## src/shared/bch_pkg.sv

```systemverilog
package bch_pkg;
	// controller role sequencer states
	typedef enum logic [1:0] {
		BCH_IDLE = 2'b00,
		BCH_ACTIVE = 2'b01,
		BCH_PASS_ADDR = 2'b10,
		BCH_PASS_TCT = 2'b11
	} bch_state_e;

	// bus addresses and the fixed-point address parameter
	localparam int ADDR_W = 5;
	localparam int PARAM_W = 16;
	localparam int PARAM_FRAC = 4;
	localparam logic [PARAM_W-1:0] PARAM_HALF = 16'h0008;
	localparam logic [PARAM_W-1:0] ADDR_MAX = 16'h001E;
	localparam logic [ADDR_W-1:0] DEFAULT_RET_ADDR = 5'h00;
	localparam logic [ADDR_W-1:0] RST_SEC_ADDR = 5'h00;

	// request-control flag position in the standard event status register
	localparam int ESR_REQ_CTRL_BIT = 1;

	// idle hold limit before control goes back on its own
	localparam longint unsigned HOLD_TMO_S = 10;
	localparam longint unsigned CLK_HZ = 200_000_000;
	localparam longint unsigned HOLD_TMO_CYC = HOLD_TMO_S * CLK_HZ;
	localparam int TMR_W = 32;
endpackage

```

## src/design/bch_ctrl.sv

```systemverilog
`timescale 1ns/1ps
`default_nettype none

module bch_ctrl
	import bch_pkg::*;
#(
	parameter int unsigned HOLD_TMO = 32'(HOLD_TMO_CYC)
)(
	input wire logic clock,
	input wire logic srst,
	input wire logic ifc_pin,
	input wire logic talker_addressed,
	input wire logic tct_rx,
	input wire logic ret_cmd_stb,
	input wire logic [PARAM_W-1:0] ret_cmd_prim,
	input wire logic ret_cmd_two,
	input wire logic [PARAM_W-1:0] ret_cmd_sec,
	input wire logic prog_running,
	input wire logic prog_pass,
	input wire logic prog_stop,
	input wire logic prog_req_ctrl,
	input wire logic esr_clear,
	input wire logic ctrl_op_busy,
	input wire logic ctrl_op_done,
	output logic active_ctrl_q,
	output logic atn_en_q,
	output logic talk_addr_stb_q,
	output logic tct_send_stb_q,
	output logic [ADDR_W-1:0] ret_prim_q,
	output logic [ADDR_W-1:0] ret_sec_q,
	output logic ret_sec_vld_q,
	output logic ret_cmd_err_q,
	output logic esr_req_ctrl_q
);
	bch_state_e state_q, state_d;
	logic ifc_s1_q, ifc_s2_q, ifc_s3_q, ifc_lvl_q;
	logic [TMR_W-1:0] tmr_q;
	logic ret_seen_q;
	logic give_back;
	logic [PARAM_W-1:0] prim_rnd, sec_rnd;
	logic prim_ok, sec_ok;

	// round a fixed-point parameter to the nearest whole address
	function automatic logic [PARAM_W-1:0] round_param(input logic [PARAM_W-1:0] v);
		logic [PARAM_W:0] s;
		s = {1'b0, v} + {1'b0, PARAM_HALF};
		return PARAM_W'(s >> PARAM_FRAC);
	endfunction

	// interface clear pin: three stages, a change counts once stages two and three agree
	always_ff @(posedge clock)
	begin
		if (srst)
		begin
			ifc_s1_q <= 1'b0;
			ifc_s2_q <= 1'b0;
			ifc_s3_q <= 1'b0;
			ifc_lvl_q <= 1'b0;
		end
		else
		begin
			ifc_s1_q <= ifc_pin;
			ifc_s2_q <= ifc_s1_q;
			ifc_s3_q <= ifc_s2_q;
			if (ifc_s2_q == ifc_s3_q)
				ifc_lvl_q <= ifc_s3_q;
		end
	end

	// return address decode; out-of-range values are refused whole
	always_comb
	begin
		prim_rnd = round_param(ret_cmd_prim);
		sec_rnd = round_param(ret_cmd_sec);
		prim_ok = (prim_rnd <= ADDR_MAX);
		sec_ok = !ret_cmd_two || (sec_rnd <= ADDR_MAX);
	end

	// reasons to give control back while holding it
	always_comb
	begin
		give_back = prog_pass
			|| prog_stop
			|| (!prog_running && ctrl_op_done)
			|| (!prog_running && !ctrl_op_busy && tmr_q >= HOLD_TMO - 1);
	end

	// role sequencer; interface clear beats everything, no message is sent then
	always_comb
	begin
		state_d = state_q;
		case (state_q)
			BCH_IDLE:
				if (talker_addressed && tct_rx)
					state_d = BCH_ACTIVE;
			BCH_ACTIVE:
				if (give_back)
					state_d = BCH_PASS_ADDR;
			BCH_PASS_ADDR:
				state_d = BCH_PASS_TCT;
			BCH_PASS_TCT:
				state_d = BCH_IDLE;
			default:
				state_d = BCH_IDLE;
		endcase
		if (ifc_lvl_q)
			state_d = BCH_IDLE;
	end

	always_ff @(posedge clock)
	begin
		if (srst)
			state_q <= BCH_IDLE;
		else
			state_q <= state_d;
	end

	// role outputs; attention only while this end holds control
	// attention must still stand in the take-control cycle, since that message needs it
	always_ff @(posedge clock)
	begin
		if (srst)
		begin
			active_ctrl_q <= 1'b0;
			atn_en_q <= 1'b0;
		end
		else
		begin
			active_ctrl_q <= (state_d != BCH_IDLE) || (state_q == BCH_PASS_TCT && !ifc_lvl_q);
			atn_en_q <= (state_d != BCH_IDLE) || (state_q == BCH_PASS_TCT && !ifc_lvl_q);
		end
	end

	// handover strobes: talk address goes out one cycle ahead of take-control
	always_ff @(posedge clock)
	begin
		if (srst)
		begin
			talk_addr_stb_q <= 1'b0;
			tct_send_stb_q <= 1'b0;
		end
		else
		begin
			talk_addr_stb_q <= (state_q == BCH_PASS_ADDR) && !ifc_lvl_q;
			tct_send_stb_q <= (state_q == BCH_PASS_TCT) && !ifc_lvl_q;
		end
	end

	// hold timer restarts on each take-over and while a controller operation runs
	always_ff @(posedge clock)
	begin
		if (srst || state_q != BCH_ACTIVE || ctrl_op_busy || prog_running)
			tmr_q <= '0;
		else if (tmr_q < HOLD_TMO - 1)
			tmr_q <= tmr_q + 1'b1;
	end

	// stored return address; default 0 until a valid command arrives
	always_ff @(posedge clock)
	begin
		if (srst)
		begin
			ret_prim_q <= DEFAULT_RET_ADDR;
			ret_sec_q <= RST_SEC_ADDR;
			ret_sec_vld_q <= 1'b0;
			ret_seen_q <= 1'b0;
			ret_cmd_err_q <= 1'b0;
		end
		else
		begin
			ret_cmd_err_q <= ret_cmd_stb && !(prim_ok && sec_ok);
			if (ret_cmd_stb && prim_ok && sec_ok)
			begin
				ret_prim_q <= prim_rnd[ADDR_W-1:0];
				ret_sec_q <= ret_cmd_two ? sec_rnd[ADDR_W-1:0] : RST_SEC_ADDR;
				ret_sec_vld_q <= ret_cmd_two;
				ret_seen_q <= 1'b1;
			end
		end
	end

	// request-control flag; a request in the clearing cycle still lands
	always_ff @(posedge clock)
	begin
		if (srst)
			esr_req_ctrl_q <= 1'b0;
		else if (prog_req_ctrl)
			esr_req_ctrl_q <= 1'b1;
		else if (esr_clear)
			esr_req_ctrl_q <= 1'b0;
	end
endmodule

`default_nettype wire

```

## config.mk

```make
export PLATFORM = sky130hd
export DESIGN_NAME = bch_ctrl
export DESIGN_NICKNAME = d
export VERILOG_FILES = /design/src/shared/bch_pkg.sv /design/src/design/bch_ctrl.sv
export SDC_FILE = /design/constraint.sdc
export NUM_CORES = 1
export LEC_CHECK = 0
export ABC_AREA = 0
export BUFFER_PORTS_ARGS = -buffer_cell sky130_fd_sc_hd__buf_2
export CAP_MARGIN = 10
export CORE_MARGIN = 3
export CORE_UTILIZATION = 56
export CTS_BUF_LIST = sky130_fd_sc_hd__clkbuf_8
export DETAILED_ROUTE_END_ITERATION = 16
export PLACE_DENSITY_LB_ADDON = 0.05
export SLEW_MARGIN = 25
export SYNTH_ARGS = -nofsm -noshare
export SYNTH_HDL_FRONTEND = slang
export SYNTH_SLANG_ARGS = --single-unit
```

## constraint.sdc

```tcl
create_clock -name clock -period 2.6 [get_ports clock]
set_input_delay 0.39 -clock clock [delete_from_list [all_inputs] [get_ports clock]]
set_output_delay 0.39 -clock clock [all_outputs]
set_load 0.02 [all_outputs]
```

# ---- Yosys cells after proc, flatten, opt, wreduce, memory -nomap -nowiden
# Index checks and enable logic that the tools add are counted.
dict set report word_totals {
  output_inout_bits 17
  inputBits 46
  word_cells 59
  regBits 54
}
dict set report classes {
  n_eq_ne 5
  muxes 7
  reduce_logical 26
  add_sub_neg 3
  magnitude_cmp 4
}
# cell n
set ops {}
lappend ops {{adder 16 x 4 -> 17 bit, second input constant} 2}
lappend ops {{adder 32 x 1 -> 32 bit, second input constant} 1}
lappend ops {{greater-or-equal comparator 32 x 31 -> 1 bit, second input constant} 1}
lappend ops {{< comparator 32 x 31 -> 1 bit, second input constant} 1}
lappend ops {{less-or-equal comparator 13 x 5 -> 1 bit, second input constant} 2}
lappend ops {{logical AND 1 bit} 10}
lappend ops {{logical OR 1 bit} 8}
lappend ops {{case mux 2 bit (4 select lines)} 1}
lappend ops {{2-to-1 mux 2 bit} 3}
lappend ops {{zero test 1 bit} 5}
lappend ops {{2-to-1 mux 5 bit} 1}
lappend ops {{equality test 2 bit, second input constant} 2}
lappend ops {{nonzero test 2 bit} 2}
lappend ops {{equality test 2 x 1 -> 1 bit, second input constant} 1}
lappend ops {{zero test 2 bit} 1}
lappend ops {{2-to-1 mux 1 bit} 2}
lappend ops {{!= test 2 x 1 -> 1 bit, second input constant} 1}
lappend ops {{equality test 1 bit} 1}

# ---- Longest topological paths before layout
dict set report depth {
  ltp_word 9
  ltp_mapped 8
  ltp_nobuf 7
}

# ---- Worst setup path after synthesis
# OpenSTA, ideal clock, no wires.
dict set report synth_timing {
  kind {input -> register}
  start {input ret_cmd_sec[6]}
  end {register ret_prim_q[1]}
  path_buffers 2
  setup_slack_ns 0.352
  setup_time_ns 0.121
  path_stages 8
  required_ns 2.479
  arrival_time_ns 2.127
  path_cell_list {buf_4 -> nand3_1 -> nor4_1 -> nor3_1 -> o31a_1 -> nor4_4 -> buf_6 -> mux2_4}
}
dict set report synth_via {
  elab_chain_cells 4
}
# item line_no
set synth_rtl {}
lappend synth_rtl {{start, declared} bch_ctrl.sv:17} ;# input wire logic [PARAM_W-1:0] ret_cmd_sec,
lappend synth_rtl {{adder 16 x 4 -> 17 bit} bch_ctrl.sv:46} ;# s = {1'b0, v} + {1'b0, PARAM_HALF};
lappend synth_rtl {{less-or-equal comparator 13 x 5 -> 1 bit} bch_ctrl.sv:76} ;# sec_ok = !ret_cmd_two || (sec_rnd <= ADDR_MAX);
lappend synth_rtl {{logical OR 1 bit} bch_ctrl.sv:76}
lappend synth_rtl {{logical AND 1 bit} bch_ctrl.sv:172} ;# if (ret_cmd_stb && prim_ok && sec_ok)
lappend synth_rtl {{end signal, assigned} bch_ctrl.sv:174} ;# ret_prim_q <= prim_rnd[ADDR_W-1:0];
lappend synth_rtl {{end, declared} bch_ctrl.sv:29} ;# output logic [ADDR_W-1:0] ret_prim_q,
# Every way passes these cells.
# A chain may end at the register's enable or synchronous reset.

# ---- Worst setup path in the final report
dict set report layout_timing {
  start {register tmr_q[13]}
  end {register tmr_q[25]}
}
dict set report layout_via {
  elab_chain_cells 1
  elab_cells_between_ends 2
  cone_classes {1 x add/sub; 1 x order compare}
}
# item line_no
set layout_rtl {}
lappend layout_rtl {{start, declared} bch_ctrl.sv:37} ;# logic [TMR_W-1:0] tmr_q;
lappend layout_rtl {{start signal, assigned} bch_ctrl.sv:155} ;# tmr_q <= tmr_q + 1'b1;
lappend layout_rtl {{adder 32 x 1 -> 32 bit / < comparator 32 x 31 -> 1 bit (equally long branches)} {bch_ctrl.sv:155, bch_ctrl.sv:154}}
# Several ways; a longest one is shown, not always the timed one.

==> impl_metrics.toml <==
[status]
status = "complete, no violations"

[floorplanning]
dieArea_mm2 = 0.00619
ios = 63
die_w_um = 78.7
start_util_pct = 60.2
core.rowCount = 25
die_h_um = 78.7
coreArea_mm2 = 0.00491

[global_route]
antenna_found_initial = 0
gr-total-overflow = 0
grt_max_degree = 27
grt_pass1_wl_mm = 10.5
grt_pass1_vias = 2528
track_usage_pct = 20.6

[yosys]
synth_cells = 353
synth_edf_count = 0
synthesis.area_mm2 = 0.00296
synth_top_area_cell = "dfxtp_1"
postSynthAreaPerCell_um2 = 8.38
synthArstFlopShare_pct = 0
ys_seq_area_share_pct = 36.6
ys_top_cells_by_count = "dfxtp_1 (54), nor2_1 (41), nand2_1 (26)"
synth-seq-cells = 54
synth_top_area_share_pct = 36.6
yosys-top-cells-area = "dfxtp_1 (37%), xor2_1 (6.2%), nor2_1 (5.2%), nand4_1 (3.6%), nand2_1 (3.3%)"
syn_nets = 402
synth_most_common_cell = "dfxtp_1"
synth_top_flop_cell = "dfxtp_1"
synth_cell_types = 56
yosys_warnings = 0

[clocking]
cts_tree = "built"
holdBufCountCts = 0
cts-root-buf = "clkbuf_8"
cts_max_path_buffers = 2
cts.clk_slew.worst_paths_ns = 0.10
cts_buffers = 5
insertion_delay_ns = 0.30
clock-sinks = 54
htree_levels = 2

[worst_setup_path]
crit_chain = "and3_1 -> nor4b_1 -> nand4_1 -> or3_1 -> a21oi_1"
cp_max_fo = 11
worstSetupStartpointType = "flop"
critPathCaptureType = "flop"
slowest_stage = "or3_1"
critPathMaxStageDelay_ns = 0.49
worstPathRequired_ns = 2.83
cp_num_buf_inv = 0
crit_type = "flop to flop"
crit_family = "simple AND/OR/NAND/NOR gates"
cp.arrival_ns = 2.50

[pwr]
leakage_nw = 1.27
netSwitchingPower_w = 0.000356
p_total_w = 0.00144
p_seq_share_pct = 58.3
peakVddDrop_mv = 0.314
clock_power_share_pct = 31.9
power_frac_comb_pct = 9.8
power.density_mw_per_mm2 = 424
sw_frac_of_total_pct = 24.7
p_int_w = 0.00108

[sta]
slew_headroom_pct = 62.9
setup_viol = 0
finalMaxSlewViolations = 0
fin_skew_ns = 0.00884
worst_slew_pin_slew_ns = 0.542
period_share_pct = 87.1
min_period_ns = 2.26
rsz0062_at_grt = "false"
final-hold-violation-count = 0
fin_setup_tns_ns = 0
setup_ws_ns = 0.337
fmax_ghz = 0.442

[placement]
io_buffers = 56
globalplace.congestion = 0.776
dpl-instance-area_mm2 = 0.00331
dp_slack_ns = 0.0973
dpl.hpwl_mm = 4.58

[detailed_routing]
drt-total-wl_mm = 6.07
detail-route-antenna-nets = 0
drc = 0
wire_per_inst_um = 12.7
first_iter_violations = 112
vias_per_cell = 5.62
vias = 2676
first_pass_iters = 4

[finish]
nNetsFinal = 458
fin_area_mm2 = 0.00339
drive_gt1_share_pct = 20.8
syn_to_final_growth_pct = 14.8
post-route-util_pct = 69.1
diodes = 0

[worst_hold_path]
hold_class = "primary input to flop"

[flow_run]
max-cap-violations = 0
worst register-to-register path: cells and delay by family (launching register included):
family / cells / cell delay [ns]
AND/OR/NAND/NOR: 4 / 1.64
flip-flops: 1 / 0.41
AO/OA/AOI/OAI: 1 / 0.15
power by group through the flow:
| stage | registers (W) | logic [W] | clock network (W) |
|---|---|---|---|
| finish | 0.000840 | 0.000141 | 0.000459 |
| global route | 0.000841 | 0.000158 | 0.000507 |
| CTS | 0.000840 | 0.000142 | 0.000472 |
| detailed placement | 0.000859 | 0.000141 | 0 |
| global placement | 0.000859 | 0.000137 | 0 |
| floorplan | 0.000864 | 0.0000755 | 0 |
cells by family (layout without fill, tap and decap cells):
logic type	Yosys count	after routing	synth area share [%]
AOI/OAI and AO/OA	53	53	11.1
xor gates and xnor gates	29	29	8.59
adders and majority gates	3	3	1.27
buffers and inverters	24	80	3.98
DFF	54	54	36.6
muxes	11	11	4.44
and+or+nand+nor	179	179	34.0
placed cells by master, fill, tap and decap left out, types with 7 or more instances in the layout:
master    instances
nor2b_1           7
nand2b_1         10
inv_1            10
or3_1            10
nand3_1          18
buf_2            56
xnor2_1           8
a21oi_1          18
nor2_1           41
dfxtp_1          54
nand4_1          17
nand2_1          26
o21ai_0          14
xor2_1           21
nor4_1            7
area by class of cell:
type                    count  area [um^2]
clock inverters             2         13.8
flip-flops and latches     54         1080
clock buffers               5         68.8
fillers                   433         1520
repair buffers             63          345
well taps                  67         83.8
inverters                  10         37.5
multi-input cells         275         1760
what timing repair did:
action | CTS | global route
resized for setup | 0 | 1
endpoints found under the hold margin | 0 | 0
setup buffers | 0 | 0
setup endpoints to repair | 0 | 1
stage by stage:
step / std cells / hold slack, ns
2_1_floorplan: 353 / 0.414
3_3_place_gp: 469 / 0.437
3_5_place_dp: 469 / 0.436
4_1_cts: 476 / 0.291
5_1_grt: 476 / 0.308
6_report: 476 / 0.293
flip-flops by register name, indices dropped and copies added, names as in the netlist, 2 cells and up:
name        count
ret_prim_q      5
state_q         2
ret_sec_q       5
tmr_q          32
metal layers:
layer	wire (um)	track usage [%]	vias up
li1	-	-	1373
met1	2600	23.0	1250
met2	3120	38.0	47
met3	272	4.59	6
met4	78	6.99	0
met5	0	0	-
final timing paths:
path	endpoint	slack (ns)	from	depth (start not counted)
max reg2reg	tmr_q[25]	0.34	tmr_q[13]	5
min	esr_req_ctrl_q	0.29	prog_req_ctrl	3
max	tmr_q[25]	0.34	tmr_q[13]	5
min reg2reg	ifc_lvl_q	0.46	ifc_s3_q	2
(Power assumes the default switching activity.)
